`src/hw/dps_defs.vh`:
```
// Constants for the drive power state object block: object indices,
// subindices, reset values, bit positions and state codes.
// Assumes it is included once per compilation unit by its bare name.
`ifndef DPS_DEFS_VH
`define DPS_DEFS_VH

// Object indices and subindices.
`define DPS_IDX_LOADER 16'h4042
`define DPS_IDX_ERROR 16'h603F
`define DPS_IDX_COMMAND 16'h6040
`define DPS_IDX_STATE 16'h6041
`define DPS_IDX_SPEED 16'h6042
`define DPS_SUB_COUNT 8'h00
`define DPS_SUB_VERSION 8'h01
`define DPS_SUB_FIELDBUS 8'h02
`define DPS_SUB_HWGROUP 8'h03

// Reset values.
`define DPS_RST_ENTRY_COUNT 8'h03
`define DPS_RST_LOADER 32'h00000000
`define DPS_RST_ERROR 16'h0000
`define DPS_RST_COMMAND 16'h0000
`define DPS_RST_STATE 16'h0000
`define DPS_RST_SPEED 16'h00C8

// Command word bit positions.
`define DPS_CMD_SWITCH_ON 0
`define DPS_CMD_ENABLE_VOLTAGE 1
`define DPS_CMD_QUICK_STOP_N 2
`define DPS_CMD_ENABLE_OPERATION 3
`define DPS_CMD_FAULT_RESET 7
`define DPS_CMD_HALT 8

// State word bit positions.
`define DPS_ST_WARNING 7
`define DPS_ST_SYNC 8
`define DPS_ST_HOST_CONTROL 9
`define DPS_ST_ARRIVED 10
`define DPS_ST_CLAMP 11
`define DPS_ST_CLOSED_LOOP 15

// Power state machine codes.
`define DPS_PS_NOT_READY 3'h0
`define DPS_PS_SWITCH_ON_DISABLED 3'h1
`define DPS_PS_READY 3'h2
`define DPS_PS_SWITCHED_ON 3'h3
`define DPS_PS_OPERATION 3'h4
`define DPS_PS_QUICK_STOP 3'h5
`define DPS_PS_FAULT_REACTION 3'h6
`define DPS_PS_FAULT 3'h7

// Operating modes in which halt is honoured.
`define DPS_MODE_PROFILE_POS 8'h01
`define DPS_MODE_VELOCITY 8'h02
`define DPS_MODE_PROFILE_VEL 8'h03
`define DPS_MODE_PROFILE_TRQ 8'h04
`define DPS_MODE_INTERP_POS 8'h07

`endif

```
`src/hw/dps_objects.v`:
```
// Drive power state object block: loader identification, last error,
// command word, state word with power state machine, speed setpoint.
// Assumes a fieldbus protocol engine on the same clock presents object
// accesses (service or process data alike) on the access port.
`timescale 1ns/1ns
`include "dps_defs.vh"

// Contract
// - Version word: major high, minor low, read-only.
// - Fieldbus-support word mirrors module-availability bits.
// - Error code: low 16 bits newest history.
// - Command bit 0 one: toward switched on.
// - Command bit 1 one: toward voltage enabled.
// - Command bit 2 zero: enter quick stop.
// - Command bit 3 one: toward operation enabled.
// - Command bit 7: clear error or warning.
// - Command bit 8: halt in listed modes only.
// - Mode-specific bits follow selected operating mode.
// - State bit 0: ready to switch on.
// - State bit 1: switched on.
// - State bit 2: operation enabled.
// - State bit 5 low during quick stop.
// - State bit 6: switch on disabled.
// - State bit 8: synchronised with fieldbus.
// - State bit 9 one unless special modes.
// - State bit 15: enabled with closed loop.
// - Encode not-ready, disabled, ready state masks.
// - Encode switched-on, enabled, quick-stop masks.
// - Bit 3 error; fault reaction and fault masks.
// - Signed 16-bit speed setpoint, preset 00C8.
module dps_objects (
    // Clock and reset.
    input wire clk_sys_i,
    input wire rst_i,
    // Object access port.
    input wire acc_req_i,
    input wire acc_wr_i,
    input wire [15:0] acc_index_i,
    input wire [7:0] acc_sub_i,
    input wire [31:0] acc_wdata_i,
    output reg acc_ack_o,
    output reg acc_abort_o,
    output reg [31:0] acc_rdata_o,
    // Loader identification sources.
    input wire [15:0] loader_major_i,
    input wire [15:0] loader_minor_i,
    input wire [31:0] fieldbus_avail_i,
    input wire [31:0] loader_hw_group_i,
    // Drive status sources.
    input wire [31:0] error_newest_i,
    input wire fault_event_i,
    input wire fault_reaction_done_i,
    input wire warning_event_i,
    input wire voltage_applied_i,
    input wire sync_i,
    input wire special_mode_i,
    input wire closed_loop_i,
    input wire setpoint_arrived_i,
    input wire range_clamp_i,
    input wire [1:0] mode_state_bits_i,
    input wire [7:0] op_mode_i,
    // Drive control outputs.
    output reg [2:0] power_state_o,
    output reg power_stage_on_o,
    output reg halt_o,
    output reg [3:0] mode_specific_bits_o,
    output reg [15:0] target_speed_o,
    output reg [15:0] state_word_o
);

    // ------------------------------------------------------------
    // Storage
    // ------------------------------------------------------------

    // Command word as last written by the master.
    reg [15:0] command_word_ff;
    // Power state machine state.
    reg [2:0] state_ff;
    reg [2:0] nxt_state;
    // Sticky warning, cleared by fault reset.
    reg warning_ff;
    // Previous fault reset bit, so a reset acts on its rising edge.
    reg fault_reset_d_ff;
    // Speed setpoint, signed user units.
    reg [15:0] speed_ff;
    // Registered copies of the read-only sources.
    reg [31:0] loader_version_ff;
    reg [31:0] loader_fieldbus_ff;
    reg [31:0] loader_hw_group_ff;
    reg [15:0] error_code_ff;

    // Decoded write strobes and the fault reset edge.
    wire wr_command;
    wire wr_speed;
    wire fault_reset_rise;
    wire [7:0] cur_bits; // Table bits of the present state.

    // ------------------------------------------------------------
    // Functions
    // ------------------------------------------------------------

    // Bits 0-3 and 6 of the state word for a power state.
    function [7:0] state_bits;
        input [2:0] st;
        begin
            case (st)
                `DPS_PS_NOT_READY: state_bits = 8'h00;
                `DPS_PS_SWITCH_ON_DISABLED: state_bits = 8'h40;
                `DPS_PS_READY: state_bits = 8'h01;
                `DPS_PS_SWITCHED_ON: state_bits = 8'h03;
                `DPS_PS_OPERATION: state_bits = 8'h07;
                `DPS_PS_QUICK_STOP: state_bits = 8'h07;
                `DPS_PS_FAULT_REACTION: state_bits = 8'h0F;
                `DPS_PS_FAULT: state_bits = 8'h08;
                default: state_bits = 8'h00;
            endcase
        end
    endfunction

    // True when the access addresses the given object and subindex.
    function hit;
        input [15:0] idx;
        input [7:0] sub;
        input [15:0] want_idx;
        input [7:0] want_sub;
        begin
            hit = (idx == want_idx) && (sub == want_sub);
        end
    endfunction

    // ------------------------------------------------------------
    // Access decode
    // ------------------------------------------------------------

    // Only the two read/write objects accept writes.
    assign wr_command = acc_req_i && acc_wr_i &&
        hit(acc_index_i, acc_sub_i, `DPS_IDX_COMMAND, `DPS_SUB_COUNT);
    assign wr_speed = acc_req_i && acc_wr_i &&
        hit(acc_index_i, acc_sub_i, `DPS_IDX_SPEED, `DPS_SUB_COUNT);
    assign fault_reset_rise = command_word_ff[`DPS_CMD_FAULT_RESET] &&
        !fault_reset_d_ff;
    assign cur_bits = state_bits(state_ff);

    // Answer one cycle after the request. Unknown objects and writes to
    // read-only objects abort and leave stored contents untouched.
    always @(posedge clk_sys_i) begin
        if (rst_i) begin
            acc_ack_o <= 1'b0;
            acc_abort_o <= 1'b0;
            acc_rdata_o <= 32'h00000000;
        end else begin
            acc_ack_o <= acc_req_i;
            acc_abort_o <= 1'b0;
            acc_rdata_o <= 32'h00000000;
            if (acc_req_i) begin
                if (hit(acc_index_i, acc_sub_i, `DPS_IDX_LOADER,
                        `DPS_SUB_COUNT)) begin
                    acc_rdata_o <= {24'h000000, `DPS_RST_ENTRY_COUNT};
                    acc_abort_o <= acc_wr_i;
                end else if (hit(acc_index_i, acc_sub_i, `DPS_IDX_LOADER,
                        `DPS_SUB_VERSION)) begin
                    acc_rdata_o <= loader_version_ff;
                    acc_abort_o <= acc_wr_i;
                end else if (hit(acc_index_i, acc_sub_i, `DPS_IDX_LOADER,
                        `DPS_SUB_FIELDBUS)) begin
                    acc_rdata_o <= loader_fieldbus_ff;
                    acc_abort_o <= acc_wr_i;
                end else if (hit(acc_index_i, acc_sub_i, `DPS_IDX_LOADER,
                        `DPS_SUB_HWGROUP)) begin
                    acc_rdata_o <= loader_hw_group_ff;
                    acc_abort_o <= acc_wr_i;
                end else if (hit(acc_index_i, acc_sub_i, `DPS_IDX_ERROR,
                        `DPS_SUB_COUNT)) begin
                    acc_rdata_o <= {16'h0000, error_code_ff};
                    acc_abort_o <= acc_wr_i;
                end else if (hit(acc_index_i, acc_sub_i, `DPS_IDX_STATE,
                        `DPS_SUB_COUNT)) begin
                    acc_rdata_o <= {16'h0000, state_word_o};
                    acc_abort_o <= acc_wr_i;
                end else if (hit(acc_index_i, acc_sub_i, `DPS_IDX_COMMAND,
                        `DPS_SUB_COUNT)) begin
                    acc_rdata_o <= {16'h0000, command_word_ff};
                end else if (hit(acc_index_i, acc_sub_i, `DPS_IDX_SPEED,
                        `DPS_SUB_COUNT)) begin
                    // Sign-extended, since the setpoint is signed.
                    acc_rdata_o <= {{16{speed_ff[15]}}, speed_ff};
                end else begin
                    // No such object: abort, read data zero.
                    acc_abort_o <= 1'b1;
                end
            end
        end
    end

    // ------------------------------------------------------------
    // Writable objects and read-only mirrors
    // ------------------------------------------------------------

    // Writes take the low 16 bits; mirrors refresh every cycle.
    always @(posedge clk_sys_i) begin
        if (rst_i) begin
            command_word_ff <= `DPS_RST_COMMAND;
            speed_ff <= `DPS_RST_SPEED;
            fault_reset_d_ff <= 1'b0;
            loader_version_ff <= `DPS_RST_LOADER;
            loader_fieldbus_ff <= `DPS_RST_LOADER;
            loader_hw_group_ff <= `DPS_RST_LOADER;
            error_code_ff <= `DPS_RST_ERROR;
        end else begin
            if (wr_command) begin
                command_word_ff <= acc_wdata_i[15:0];
            end
            if (wr_speed) begin
                speed_ff <= acc_wdata_i[15:0];
            end
            fault_reset_d_ff <= command_word_ff[`DPS_CMD_FAULT_RESET];
            loader_version_ff <= {loader_major_i, loader_minor_i};
            loader_fieldbus_ff <= fieldbus_avail_i;
            loader_hw_group_ff <= loader_hw_group_i;
            error_code_ff <= error_newest_i[15:0];
        end
    end

    // ------------------------------------------------------------
    // Power state machine
    // ------------------------------------------------------------

    // A fault event preempts every state except the fault states. The
    // enable bits are checked from the most drastic request down, so a
    // dropped voltage bit wins over a dropped switch-on bit.
    always @* begin
        nxt_state = state_ff;
        if (fault_event_i && state_ff != `DPS_PS_FAULT_REACTION &&
                state_ff != `DPS_PS_FAULT) begin
            nxt_state = `DPS_PS_FAULT_REACTION;
        end else begin
            case (state_ff)
                `DPS_PS_NOT_READY: begin
                    // Self-test is assumed done once out of reset.
                    nxt_state = `DPS_PS_SWITCH_ON_DISABLED;
                end
                `DPS_PS_SWITCH_ON_DISABLED: begin
                    if (command_word_ff[`DPS_CMD_ENABLE_VOLTAGE] &&
                            command_word_ff[`DPS_CMD_QUICK_STOP_N]) begin
                        nxt_state = `DPS_PS_READY;
                    end
                end
                `DPS_PS_READY: begin
                    if (!command_word_ff[`DPS_CMD_ENABLE_VOLTAGE] ||
                            !command_word_ff[`DPS_CMD_QUICK_STOP_N]) begin
                        nxt_state = `DPS_PS_SWITCH_ON_DISABLED;
                    end else if (command_word_ff[`DPS_CMD_SWITCH_ON]) begin
                        nxt_state = `DPS_PS_SWITCHED_ON;
                    end
                end
                `DPS_PS_SWITCHED_ON: begin
                    if (!command_word_ff[`DPS_CMD_ENABLE_VOLTAGE] ||
                            !command_word_ff[`DPS_CMD_QUICK_STOP_N]) begin
                        nxt_state = `DPS_PS_SWITCH_ON_DISABLED;
                    end else if (!command_word_ff[`DPS_CMD_SWITCH_ON]) begin
                        nxt_state = `DPS_PS_READY;
                    end else if (
                            command_word_ff[`DPS_CMD_ENABLE_OPERATION]) begin
                        nxt_state = `DPS_PS_OPERATION;
                    end
                end
                `DPS_PS_OPERATION: begin
                    if (!command_word_ff[`DPS_CMD_ENABLE_VOLTAGE]) begin
                        nxt_state = `DPS_PS_SWITCH_ON_DISABLED;
                    end else if (!command_word_ff[`DPS_CMD_QUICK_STOP_N]) begin
                        nxt_state = `DPS_PS_QUICK_STOP;
                    end else if (!command_word_ff[`DPS_CMD_SWITCH_ON]) begin
                        nxt_state = `DPS_PS_READY;
                    end else if (
                            !command_word_ff[`DPS_CMD_ENABLE_OPERATION]) begin
                        nxt_state = `DPS_PS_SWITCHED_ON;
                    end
                end
                `DPS_PS_QUICK_STOP: begin
                    // Leave quick stop only by dropping the voltage bit.
                    if (!command_word_ff[`DPS_CMD_ENABLE_VOLTAGE]) begin
                        nxt_state = `DPS_PS_SWITCH_ON_DISABLED;
                    end
                end
                `DPS_PS_FAULT_REACTION: begin
                    if (fault_reaction_done_i) begin
                        nxt_state = `DPS_PS_FAULT;
                    end
                end
                `DPS_PS_FAULT: begin
                    // Only a rising fault reset edge clears the fault.
                    if (fault_reset_rise) begin
                        nxt_state = `DPS_PS_SWITCH_ON_DISABLED;
                    end
                end
                default: nxt_state = `DPS_PS_NOT_READY;
            endcase
        end
    end

    // State register and sticky warning; a new warning in the cycle of
    // a fault reset edge survives, so no warning is lost.
    always @(posedge clk_sys_i) begin
        if (rst_i) begin
            state_ff <= `DPS_PS_NOT_READY;
            warning_ff <= 1'b0;
        end else begin
            state_ff <= nxt_state;
            if (warning_event_i) begin
                warning_ff <= 1'b1;
            end else if (fault_reset_rise) begin
                warning_ff <= 1'b0;
            end
        end
    end

    // ------------------------------------------------------------
    // Outputs
    // ------------------------------------------------------------

    // State word and drive controls, registered from current state, command word and setpoint.
    always @(posedge clk_sys_i) begin
        if (rst_i) begin
            state_word_o <= `DPS_RST_STATE;
            power_state_o <= `DPS_PS_NOT_READY;
            power_stage_on_o <= 1'b0;
            halt_o <= 1'b0;
            mode_specific_bits_o <= 4'h0;
            target_speed_o <= `DPS_RST_SPEED;
        end else begin
            // Bits 0-3 and 6 from the state table.
            state_word_o[3:0] <= cur_bits[3:0];
            state_word_o[6] <= cur_bits[6];
            state_word_o[4] <= voltage_applied_i;
            state_word_o[5] <= (state_ff != `DPS_PS_QUICK_STOP);
            state_word_o[`DPS_ST_WARNING] <= warning_ff;
            state_word_o[`DPS_ST_SYNC] <= sync_i;
            state_word_o[`DPS_ST_HOST_CONTROL] <= !special_mode_i;
            state_word_o[`DPS_ST_ARRIVED] <= setpoint_arrived_i;
            state_word_o[`DPS_ST_CLAMP] <= range_clamp_i;
            state_word_o[13:12] <= mode_state_bits_i;
            state_word_o[14] <= 1'b0;
            state_word_o[`DPS_ST_CLOSED_LOOP] <=
                (state_ff == `DPS_PS_OPERATION) && closed_loop_i;
            power_state_o <= state_ff;
            // Power stage runs while enabled or braking in quick stop.
            power_stage_on_o <= (state_ff == `DPS_PS_OPERATION) ||
                (state_ff == `DPS_PS_QUICK_STOP);
            halt_o <= command_word_ff[`DPS_CMD_HALT] &&
                (op_mode_i == `DPS_MODE_PROFILE_POS ||
                 op_mode_i == `DPS_MODE_VELOCITY ||
                 op_mode_i == `DPS_MODE_PROFILE_VEL ||
                 op_mode_i == `DPS_MODE_PROFILE_TRQ ||
                 op_mode_i == `DPS_MODE_INTERP_POS);
            // Bits 4-6 and 9 go raw to the mode engines.
            mode_specific_bits_o <= {command_word_ff[9],
                command_word_ff[6:4]};
            target_speed_o <= speed_ff;
        end
    end

endmodule

```
`config.mk`:
```
export PLATFORM = sky130hd
export DESIGN_NAME = dps_objects
export DESIGN_NICKNAME = d
export VERILOG_FILES = /design/src/hw/dps_objects.v
export VERILOG_INCLUDE_DIRS = /design/src /design/src/hw
export SDC_FILE = /design/constraint.sdc
export NUM_CORES = 1
export LEC_CHECK = 0
export BUFFER_PORTS_ARGS = -buffer_cell sky130_fd_sc_hd__buf_2
export CAP_MARGIN = 20
export CORE_ASPECT_RATIO = 0.5
export CORE_MARGIN = 3
export CORE_UTILIZATION = 50
export DETAILED_ROUTE_END_ITERATION = 8
export GPL_TIMING_DRIVEN = 0
export HOLD_SLACK_MARGIN = 0.12
export PLACE_DENSITY = 0.77
export SYNTH_ARGS = -nofsm -noshare
export SYNTH_HDL_FRONTEND = slang
export SYNTH_SLANG_ARGS = --single-unit
export TNS_END_PERCENT = 30
```
`constraint.sdc`:
```
create_clock -name clk_sys_i -period 3.1 [get_ports clk_sys_i]
set_input_delay 0.62 -clock clk_sys_i [delete_from_list [all_inputs] [get_ports clk_sys_i]]
set_output_delay 0.62 -clock clk_sys_i [all_outputs]
set_load 0.01 [all_outputs]
```
Word-level counts from Yosys, hierarchy flattened --
Memory sizes are Yosys's and may differ from the RTL's. A register that Yosys moved wholly into a read port is not among the register bits. Index checks and enable logic that the tools add are counted.
Word-level totals: memory bits (read-only) 40, word-level logic and storage cells 128, output and inout bits 75, input port bits 207, memories 1, register bits after elaboration 224
Memory list:
- (no name shown) | depth 8, width 5, read ports 1, clocked after Yosys merged registers in 1, wr ports 0, RTL line dps_objects.v:106 | case (st)
Operators by class: muxes and demuxes 33, reductions and logical operators 35, equal/unequal tests 37, bitwise gates (word level) 1
Operators by type and width (number):
- 32-bit two-way mux | 7
- 16-bit by 15-bit equality test with 1-bit output, second input constant | 5
- 3-bit two-way mux | 14
- 8-bit by 2-bit equality test with 1-bit output, second input constant | 4
- 3-bit != test, second input constant | 8
- 3-bit case mux with 8 select lines | 1
- 1-bit logical AND | 17
- 8-bit by 1-bit equality test with 1-bit output, second input constant | 2
- 8-bit by 3-bit equality test with 1-bit output, second input constant | 2
- 7-bit AND reduction | 2
- 3-bit equality test, second input constant | 4
- 1-bit two-way mux | 10
- 5-bit != test, second input constant | 2
- 8-bit zero test | 1
- 2-bit != test, second input constant | 4
- 4-bit != test, second input constant | 2
- 3-bit by 2-bit equality test with 1-bit output, second input constant | 2
- 1-bit logical OR | 6
- 6-bit != test, second input constant | 1
- 1-bit zero test | 4
- 2-bit OR reduction | 2
- 3-bit by 1-bit equality test with 1-bit output, second input constant | 1
- 3-bit zero test | 1
- 3-bit OR reduction | 1
- other kinds (3) | 3

Depth between registers and ports, before layout --
Gate-level depths: netlist of the first run.
depth in word-level cells 10, depth in mapped cells 8, depth with buffers taken out 5

Worst setup path after synthesis of the first run --
OpenSTA, ideal clock, no wires.
path type input port to flip-flop, start input acc_sub_i[3], end register acc_rdata_o[26], setup slack 0.765 ns, buffers on the path 2, stages on the path 7, setup time 0.133 ns, required time 2.967 ns, data arrival time 2.202 ns, cells stage by stage nor4_4 > nand4_4 > or4_4 > buf_6 > buf_6 > o22ai_1 > a21oi_1
On the way: word-level cells in the longest chain between the ends 9, elaborated cells between the ends (all ways) 20, those cells by class 3 x eq/ne; 7 x mux; 10 x reduce/logical
Ends and longest elaborated chain:
- start: declaration | RTL line dps_objects.v:39 | input wire [7:0] acc_sub_i,
- 8-bit zero test | RTL line dps_objects.v:127 | hit = (idx == want_idx) && (sub == want_sub);
- 1-bit logical AND | RTL line dps_objects.v:127
- 32-bit two-way mux | RTL line dps_objects.v:183 | end else if (hit(acc_index_i, acc_sub_i, `DPS_IDX_SPEED,
- 32-bit two-way mux | RTL line dps_objects.v:180 | end else if (hit(acc_index_i, acc_sub_i, `DPS_IDX_COMMAND,
- 32-bit two-way mux | RTL line dps_objects.v:176 | end else if (hit(acc_index_i, acc_sub_i, `DPS_IDX_STATE,
- 32-bit two-way mux | RTL line dps_objects.v:172 | end else if (hit(acc_index_i, acc_sub_i, `DPS_IDX_ERROR,
- 32-bit two-way mux | RTL line dps_objects.v:168 | end else if (hit(acc_index_i, acc_sub_i, `DPS_IDX_LOADER,
- 32-bit two-way mux | RTL line dps_objects.v:164 | end else if (hit(acc_index_i, acc_sub_i, `DPS_IDX_LOADER,
- 32-bit two-way mux | RTL line dps_objects.v:160 | end else if (hit(acc_index_i, acc_sub_i, `DPS_IDX_LOADER,
- end signal: assignment | RTL line dps_objects.v:162 | acc_rdata_o <= loader_version_ff;
- end signal: assignment | RTL line dps_objects.v:166 | acc_rdata_o <= loader_fieldbus_ff;
- end signal: assignment | RTL line dps_objects.v:170 | acc_rdata_o <= loader_hw_group_ff;
- end: declaration | RTL line dps_objects.v:43 | output reg [31:0] acc_rdata_o,
Several ways; a longest one is shown, not always the timed one. A chain may end at the register's enable or synchronous reset.

Final worst setup path of the first run --
start input acc_index_i[1], end register acc_rdata_o[10]
On the way: word-level cells in the longest chain between the ends 9, elaborated cells between the ends (all ways) 21, those cells by class 5 x eq/ne; 7 x mux; 9 x reduce/logical
Ends and longest elaborated chain:
- start: declaration | RTL line dps_objects.v:38 | input wire [15:0] acc_index_i,
- 16-bit by 15-bit equality test with 1-bit output | RTL line dps_objects.v:127
- 1-bit logical AND | RTL line dps_objects.v:127
- 32-bit two-way mux | RTL line dps_objects.v:183
- 32-bit two-way mux | RTL line dps_objects.v:180
- 32-bit two-way mux | RTL line dps_objects.v:176
- 32-bit two-way mux | RTL line dps_objects.v:172
- 32-bit two-way mux | RTL line dps_objects.v:168
- 32-bit two-way mux | RTL line dps_objects.v:164
- 32-bit two-way mux | RTL line dps_objects.v:160
Several ways; a longest one is shown, not always the timed one.

==> results of run 1 <==
placed cells by master (no fill, tap or decap), types with 17 or more instances in the layout:
cell type  Yosys  layout
buf_2          9     257
dfxtp_1      223     223
nor2b_1      149     149
nand2_1       85      85
clkbuf_1      45      47
a21oi_1       46      46
nor2_1        36      36
mux2i_1       30      30
inv_1         25      25
o22ai_1       24      24
clkbuf_16      0      21
a2111oi_0     18      18
o21ai_0       17      17
cell type report:
cell class                 instances  area (µm²)  share of cell area [%]
sequential                       223        4460                    42.9
multi-input combinational        524        3400                    32.7
timing repair buffer             248        1240                    11.9
clock buffer                      28         602                    5.79
tap                              221         277                    2.66
buffer                            61         274                    2.64
inverter                          26        97.6                   0.939
clock inverter                     7        45.0                   0.433
registers in the layout (all words and copies together) (netlist names), 16 cells and up:
register,flops
target_speed_o,16
error_code_ff,16
loader_hw_group_ff,32
speed_ff,16
acc_rdata_o,32
command_word_ff,16
loader_fieldbus_ff,32
loader_version_ff,32
worst max-delay path, stage by stage:
cell      delay [ns]
buf_2           0.13
buf_4           0.19
and4bb_1        0.20
nand4_1         0.29
clkbuf_1        0.43
o22ai_1         0.17
a221oi_1        0.62
o221a_1         0.30
worst max path at each step:
| stage | slack (ns) | end |
|---|---|---|
| 6_report | 0.57 | acc_rdata_o[10] |
| 5_1_grt | 0.45 | acc_rdata_o[7] |
| 4_1_cts | 0.66 | acc_rdata_o[10] |
| 3_5_place_dp | 0.18 | acc_rdata_o[10] |
| 3_3_place_gp | 0.18 | acc_rdata_o[8] |
| 2_1_floorplan | 0.76 | acc_rdata_o[26] |
through the flow:
stage	hold WS, ns	util [%]	setup slack [ns]	cells
floorplan	0.417	-	0.765	834
global placement	0.427	62.0	0.182	1303
detailed placement	0.432	62.0	0.184	1303
CTS	0.266	66.1	0.656	1338
global route	0.267	66.1	0.447	1338
finish	0.278	66.1	0.573	1338
layer usage:
layer	up-vias	wire length [µm]	track usage, %
li1	3395	-	-
met1	3291	10600	34.5
met2	280	10600	39.3
met3	38	1880	5.83
met4	4	401	6.39
met5	-	27	0
cells by family after synthesis:
kind of cell	synth area share, %
AO/OA/AOI/OAI	14.0
multiplexers	3.92
other	0.0456
AND/OR/NAND/NOR	23.0
buffers and inverters	4.51
flip-flops	54.2
XOR/XNOR	0.213
power by group through the flow:
stage | clock, mW | sequential (mW) | combinational [mW]
after floorplan | 0 | 3.07 | 0.236
after global routing | 2.58 | 3.02 | 0.525
after CTS | 2.45 | 3.01 | 0.475
after global placement | 0 | 3.07 | 0.462
after detailed placement | 0 | 3.07 | 0.471
final | 2.42 | 3.01 | 0.482
==> run metrics, run 1 <==
f_max=a little under 0.4 GHz; Worst Path Arrival=around 3.0 ns; DRT iter0 DRCs=between 400 and 500; count leader, synth=dfxtp_1; Internal=~4.5 mW; placed wire-length estimate=around 18000 µm; Seq/Total Area, Yosys=a little over half; Worst Hold Class=input pin to register; Combinational Power Share=under 10%; cell area after layout=10400 µm²; total CTS buffers=20; CTS root buffer=clkbuf_16; Worst-Margin Slew=about 0.74 ns; I/O pin cnt=roughly 280; Layout Skew=approximately 0.012 ns; Total Wirelength=between 20000 and 25000 µm; Critical Path Fanout Max=10; synth warn=0; Area contributors post-synth=dfxtp_1, nor2b_1, nand2_1, mux2i_1, a21oi_1; port bufs=~250; Routed wire per std cell=~18 µm; initial antenna violation count=2; setup_tns=0 ns; Worst setup SP type=input pin; flops & latches, synth=about 220; area grow syn2layout=26.3%; wire length of the first global-routing pass=between 30000 and 40000 µm; Reg clk slew, reported paths=about 0.060 ns; DRT antenna net count=0; n_diodes=0; pin count of the biggest net entering global routing=17; worst flop-to-flop path endpoint=state_ff[0]; number of synthesized flops with an enable pin=0; worst hold start=special_mode_i; P per Cell Area=approximately 570 nW/µm²; endpoints failing setup=0; htree depth=1; clk_lat worst skew=~0.5 ns; final hold violation count=0; Psw=between 1 and 1.5 mW; CP required=3.52 ns; Unique masters post-synth=64; row cnt=32; Synth async-reset ratio=0%; leading area contributor after synthesis=dfxtp_1; Mapped Nets=about 1000; Reg power frac=50.9%; TritonCTS clock tree=done; initial core utilization=a little over half; vias in the first global route=around 6800; switching share of total power=23.2%; router iterations before antenna repair=5; Clk pwr share=41.0%; total track usage=around a quarter; flop2flop setup slack=around 1.1 ns; Worst Hold Path EP=state_word_o[9]; RSZ-0062 raised after global routing=no; Post-Place Cell Area=slightly below 10000 µm²; Die Ht=between 90 and 100 µm; synth cell count leaders=dfxtp_1, nor2b_1, nand2_1; Relative slew margins=50.2%; post-route clock period utilization=between 80 and 90%; reg2reg path depth=6; CP Capture Type=register; total grt overflow=0; number of filler cells placed in the layout=around 1300; MaxCap Viol Count=0; Post-CTS Setup Inserts=0; ratio of cells with drive above 1 in the final layout=between 20% and 30%; Bufs on Longest Clock Path=3; routed vias/inst=between 5 and 6; DR vias=roughly 7000; Synth Instances=between 800 and 900; Leakage=about 4.4 nW; fin. max-slew vios=0; VDD IR max=0.000324 V; clock sink count=approximately 220; CP Class=input pin to register; minimum clock period=2.53 ns; Die ar.=roughly 18000 µm²; CTS Hold Bufs=0; gpl congestion=between 0.9 and 1; run status=finished, final reports clean; die width=187 µm; Final Power=between 5 and 6 mW; worst hold stages=2; Syn Std Cell Area=between 8000 and 9000 µm²; Synth Flop Type=dfxtp_1; core area=between 15000 and 20000 µm²; worst setup path startpoint=acc_index_i[1]; Crit Reg-Reg Startpoint=state_ff[0]; Avg Inst Size Synth=roughly 9.9 µm²; nets=between 1000 and 1500; Yosys top cell area share=a little over half; post-CTS sizing=0; DRC Markers=0
No activity file was read; power rests on OpenSTA's default activity.
==> run 2: changes to the inputs <==
- clock period: 3.1 -> 2.4 ns (I/O delays scaled with it)
==> run metrics, run 2 (synthesized netlist as in run 1, its figures left out) <==
row cnt=32 (unchanged); Reg clk slew, reported paths=0.06 ns (about the same); DRT antenna net count=0 (unchanged); routed vias/inst=5.23 (was 5.24); most common cell after layout, fill and taps aside=buf_2 (unchanged); Layout Skew=0.0106 ns (was 0.0117 ns); clk_lat worst skew=0.49 ns (about the same); gpl congestion=0.906 (unchanged); DR vias=7001 (was 7008); slowest cell on the critical path=a221oi_1 (unchanged); Relative slew margins=49.8% (was 50.2%); worst setup margin=-0.0565 ns (was 0.573 ns); DRC Markers=0 (unchanged); post-route clock period utilization=102%; reg2reg path depth=6 (unchanged); total grt overflow=0 (unchanged); max incr delay on CP=0.71 ns (was 0.62 ns); flop2flop setup slack=0.40 ns (was 1.06 ns); hold slack=0.136 ns (was 0.278 ns); worst hold start=special_mode_i (unchanged); Crit Reg-Reg Startpoint=state_ff[0] (unchanged); CTS Hold Bufs=0 (unchanged); Worst setup SP type=input pin (unchanged); pin count of the biggest net entering global routing=17 (unchanged); Crit path max-delay family=compound AO/OA/AOI/OAI gates (unchanged); I/O pin cnt=282 (unchanged); die width=187 µm (unchanged); initial antenna violation count=2 (unchanged); minimum clock period=around 2.5 ns; total CTS buffers=20 (unchanged); core area=15700 µm² (unchanged); MaxCap Viol Count=0 (unchanged); CP required=2.83 ns (was 3.52 ns); f_max=about 0.4 GHz; fin. max-slew vios=0 (unchanged); Worst-Margin Slew=0.748 ns (was 0.742 ns); CP Class=input pin to register (unchanged); area grow syn2layout=26.5% (was 26.3%); wire length of the first global-routing pass=36000 µm (unchanged); endpoints failing setup=1 (was 0); Total Wirelength=23500 µm (was 23600 µm); placed wire-length estimate=18000 µm (unchanged); Bufs on Longest Clock Path=3 (unchanged); RSZ-0062 raised after global routing=yes (was no); VDD IR max=0.000418 V (was 0.000324 V); total track usage=24.8% (unchanged); Die ar.=18100 µm² (unchanged); failing checks=negative setup slack; run status=complete, but fails checks (was finished, final reports clean); Post-CTS Setup Inserts=0 (unchanged); port bufs=248 (unchanged); Final Power=7.64 mW (was 5.91 mW); vias in the first global route=6840 (unchanged); DRT iter0 DRCs=491 (was 449); worst flop-to-flop path endpoint=state_ff[0] (unchanged); worst hold stages=2 (unchanged); CP bufs+invs=3 (unchanged); Critical Path Fanout Max=10 (unchanged); Leakage=4.37 nW (was 4.36 nW); final hold violation count=0 (unchanged); ratio of cells with drive above 1 in the final layout=29.1% (was 28.8%); Die Ht=96.7 µm (unchanged); Routed wire per std cell=17.6 µm (about the same); most frequent cells in the layout=buf_2, dfxtp_1, nor2b_1, nand2_1, clkbuf_1 (unchanged); nets=1311 (unchanged); worst-path cell chain=buf_2 > buf_4 > and4bb_1 > nand4_1 > clkbuf_1 > o22ai_1 > a221oi_1 > o221a_1 (unchanged); Worst Path Arrival=2.88 ns (was 2.95 ns); TritonCTS clock tree=done (unchanged); Worst Hold Class=input pin to register (unchanged); Worst Hold Path EP=state_word_o[9] (unchanged); clock sink count=223 (unchanged); initial core utilization=52.3% (unchanged); P per Cell Area=733 nW/µm² (was 569 nW/µm²); CTS root buffer=clkbuf_16 (unchanged); router iterations before antenna repair=5 (unchanged); CP Capture Type=register (unchanged); htree depth=1 (unchanged); n_diodes=0 (unchanged)
run 2: layer usage:
metal  vias up  wire length, µm  GRT usage (%)
met3        46             1910           5.83
met4         4              462           6.39
met5         -               27              0
met2       284            10600           39.3
met1      3263            10500           34.5
li1       3404                -              -
run 2: cell type report:
type	count	area [µm²]
Clock buffer	28	602
Sequential cell	223	4460
Clock inverter	7	45.0
Timing Repair Buffer	248	1240
Inverter	26	97.6
Tap cell	221	277
Multi-Input combinational cell	524	3410
Fill cell	1277	5320
Buffer	61	274
run 2: metrics by stage:
step / utilization, % / instances / cell area, µm² / setup TNS [ns] / setup slack [ns]
finish: 66.2 / 1338 / 10400 / -0.0565 / -0.0565
detailed placement: 62.0 / 1303 / 9750 / -13.01 / -0.376
CTS: 66.1 / 1338 / 10400 / 0 / 0.0956
global placement: 62.0 / 1303 / 9750 / -9.10 / -0.378
floorplan: - / 834 / 8230 / 0 / 0.205
global route: 66.2 / 1338 / 10400 / -0.112 / -0.0585
run 2: worst max path at each step:
stage                   start              end  slack [ns]  depth (start not counted)
4_1_cts        acc_index_i[1]  acc_rdata_o[10]         0.1                          8
3_5_place_dp   acc_index_i[1]  acc_rdata_o[10]       -0.38                          8
6_report       acc_index_i[1]   acc_rdata_o[8]       -0.06                          8
3_3_place_gp   acc_index_i[1]   acc_rdata_o[8]       -0.38                          8
5_1_grt          acc_sub_i[0]   acc_rdata_o[8]       -0.06                          8
2_1_floorplan    acc_sub_i[3]  acc_rdata_o[26]        0.20                          7
run 2: power breakdown:
part | leakage (nW) | internal, mW | switching (mW)
logic | 2.21 | 0.269 | 0.352
clock network | 0.321 | 1.76 | 1.37
registers | 1.83 | 3.84 | 0.0505
run 2: timing repair:
action | in CTS | in global routing
hold endpoints to repair | 0 | 0
resized for setup | 0 | 3
endpoints found under the setup margin | 0 | 7
run 2: worst reg2reg max path, stage by stage, from the launching register on:
cell,delay (ns)
dfxtp_1,0.38
clkbuf_1,0.37
nor2_1,0.09
a32oi_1,0.30
o221a_2,0.29
a21oi_1,0.07
a2111oi_0,0.38
==> run 3: changes to the inputs <==
- BUFFER_PORTS_ARGS: -buffer_cell sky130_fd_sc_hd__buf_2 -> -buffer_cell sky130_fd_sc_hd__buf_4
- GPL_TIMING_DRIVEN: 0 -> 1
==> run metrics, run 3 (synthesized netlist as in run 1, its figures left out) <==
Leakage=4.61 nW (was 4.37 nW); worst flop-to-flop path endpoint=state_ff[0] (unchanged); Psw=1.74 mW (was 1.77 mW); initial antenna violation count=0 (was 2); Clk pwr share=41.8% (was 40.9%); f_max=0.513 GHz (was 0.407 GHz); placed cells=1282 (was 1303); router iterations before antenna repair=5 (unchanged); MaxCap Viol Count=0 (unchanged); Routed wire per std cell=17.3 µm (was 17.6 µm); Worst Hold Class=input pin to register (unchanged); crit path to=acc_rdata_o[9] (was acc_rdata_o[8]); clk_lat worst skew=0.50 ns (was 0.49 ns); fin util=70.6% (was 66.2%); CTS Hold Bufs=0 (unchanged); Worst-Margin Slew=0.825 ns (was 0.748 ns); CTS root buffer=clkbuf_16 (unchanged); Post-CTS Setup Inserts=0 (unchanged); Reg clk slew, reported paths=0.07 ns (was 0.06 ns); VDD IR max=0.000423 V (was 0.000418 V); routed vias/inst=5.16 (was 5.23); total track usage=24.0% (was 24.8%); Critical Path Fanout Max=12 (was 10); placed wire-length estimate=16500 µm (was 18000 µm); switching share of total power=22.1% (was 23.2%); Die Ht=96.7 µm (unchanged); Total Wirelength=22700 µm (was 23500 µm); DRT antenna net count=0 (unchanged); Combinational Power Share=8.4% (was 8.1%); initial core utilization=52.3% (unchanged); Crit Reg-Reg Startpoint=state_ff[1] (was state_ff[0]); cell area after layout=11100 µm² (was 10400 µm²); Worst Path Arrival=2.37 ns (was 2.88 ns); total CTS buffers=20 (unchanged); hold slack=0.134 ns (was 0.136 ns); Relative slew margins=45.0% (was 49.8%); n_diodes=0 (unchanged); Die ar.=18100 µm² (unchanged); total grt overflow=0 (unchanged); flop2flop setup slack=0.49 ns (was 0.40 ns); Post-Layout Cell Count=1315 (was 1338); ratio of cells with drive above 1 in the final layout=31.5% (was 29.1%); I/O pin cnt=282 (unchanged); wire length of the first global-routing pass=35000 µm (was 36000 µm); run status=finished, final reports clean (was complete, but fails checks); post-route clock period utilization=81.3% (was 102%); CP Class=input pin to register (unchanged); pin count of the biggest net entering global routing=86 (was 17); port bufs=248 (unchanged); worst setup path startpoint=acc_index_i[9] (was acc_index_i[1]); number of filler cells placed in the layout=1210 (was 1277); Crit path max-delay family=simple AND/OR/NAND/NOR gates (was compound AO/OA/AOI/OAI gates); TritonCTS clock tree=done (unchanged); P per Cell Area=708 nW/µm² (was 733 nW/µm²); most common cell after layout, fill and taps aside=buf_4 (was buf_2); final hold violation count=0 (unchanged); Bufs on Longest Clock Path=3 (unchanged); gpl congestion=0.870 (was 0.906); critical path depth in cells=7 (was 8); post-CTS sizing=0 (unchanged); CP required=2.82 ns (was 2.83 ns); Internal=6.13 mW (was 5.87 mW); fin. max-slew vios=0 (unchanged); DRC Markers=0 (unchanged); CP dominant cell by count=buf_4; slowest cell on the critical path=or3_1 (was a221oi_1); CP Capture Type=register (unchanged); Layout Skew=0.0199 ns (was 0.0106 ns); reg2reg path depth=5 (was 6); CP bufs+invs=2 (was 3); endpoints failing setup=0 (was 1); area grow syn2layout=35.0% (was 26.5%); minimum clock period=1.95 ns (was 2.46 ns); DRT iter0 DRCs=464 (was 491); die width=187 µm (unchanged); worst-path cell chain=buf_4 > nor4_1 > nand3_1 > buf_4 > or3_1 > nor2_1 > o221a_1 (was buf_2 > buf_4 > and4bb_1 > nand4_1 > clkbuf_1 > o22ai_1 > a221oi_1 > o221a_1); Post-Place Cell Area=10400 µm² (was 9750 µm²); RSZ-0062 raised after global routing=no (was yes); max incr delay on CP=0.50 ns (was 0.71 ns); clock sink count=223 (unchanged); DR vias=6784 (was 7001); row cnt=32 (unchanged); Worst setup SP type=input pin (unchanged); Reg power frac=49.8% (was 50.9%); nets=1290 (was 1311); vias in the first global route=6751 (was 6840); core area=15700 µm² (unchanged); htree depth=1 (unchanged); most frequent cells in the layout=buf_4, dfxtp_1, nor2b_1, nand2_1, a21oi_1 (was buf_2, dfxtp_1, nor2b_1, nand2_1, clkbuf_1)
[run 3: routing by layer]
| layer | global-route usage [%] | part of all wire [%] | up-vias |
|---|---|---|---|
| li1 | - | - | 3360 |
| met1 | 31.6 | 43 | 3145 |
| met2 | 40.4 | 47 | 241 |
| met3 | 5.07 | 7.9 | 38 |
| met4 | 6.45 | 2.3 | 0 |
| met5 | 0 | 0 | - |
[run 3: area by class of cell]
| class | instances | area (µm²) | area share, % |
|---|---|---|---|
| Inverter | 26 | 97.6 | 0.878 |
| Clock buffer | 24 | 536 | 4.82 |
| Clock inverter | 9 | 139 | 1.25 |
| Tap cell | 221 | 277 | 2.49 |
| Sequential cell | 223 | 4460 | 40.2 |
| Timing Repair Buffer | 288 | 2200 | 19.8 |
| Multi-Input combinational cell | 524 | 3400 | 30.6 |
[run 3: stage by stage]
step,worst slack [ns],power (mW),TNS (ns)
6_report,0.449,7.86,0
5_1_grt,0.258,8.13,0
4_1_cts,0.471,7.91,0
3_5_place_dp,-0.0547,4.65,-0.0942
3_3_place_gp,0.0300,4.64,0
2_1_floorplan,0.205,4.27,0
[run 3: worst min path at each step]
stage,from,endpoint,slack (ns),cells after the start
finish,special_mode_i,state_word_o[9],0.13,2
floorplan,loader_version_ff[20],acc_rdata_o[20],0.42,2
global placement,loader_version_ff[21],acc_rdata_o[21],0.42,2
detailed placement,loader_version_ff[28],acc_rdata_o[28],0.43,2
global route,special_mode_i,state_word_o[9],0.13,2
CTS,special_mode_i,state_word_o[9],0.12,2
[run 3: power groups by stage]
stage	logic, mW	clock network, mW	registers (mW)
after CTS	0.658	3.33	3.92
after floorplan	0.305	0	3.97
after global routing	0.715	3.49	3.93
after detailed placement	0.653	0	4.00
after global placement	0.643	0	4.00
final	0.660	3.28	3.92
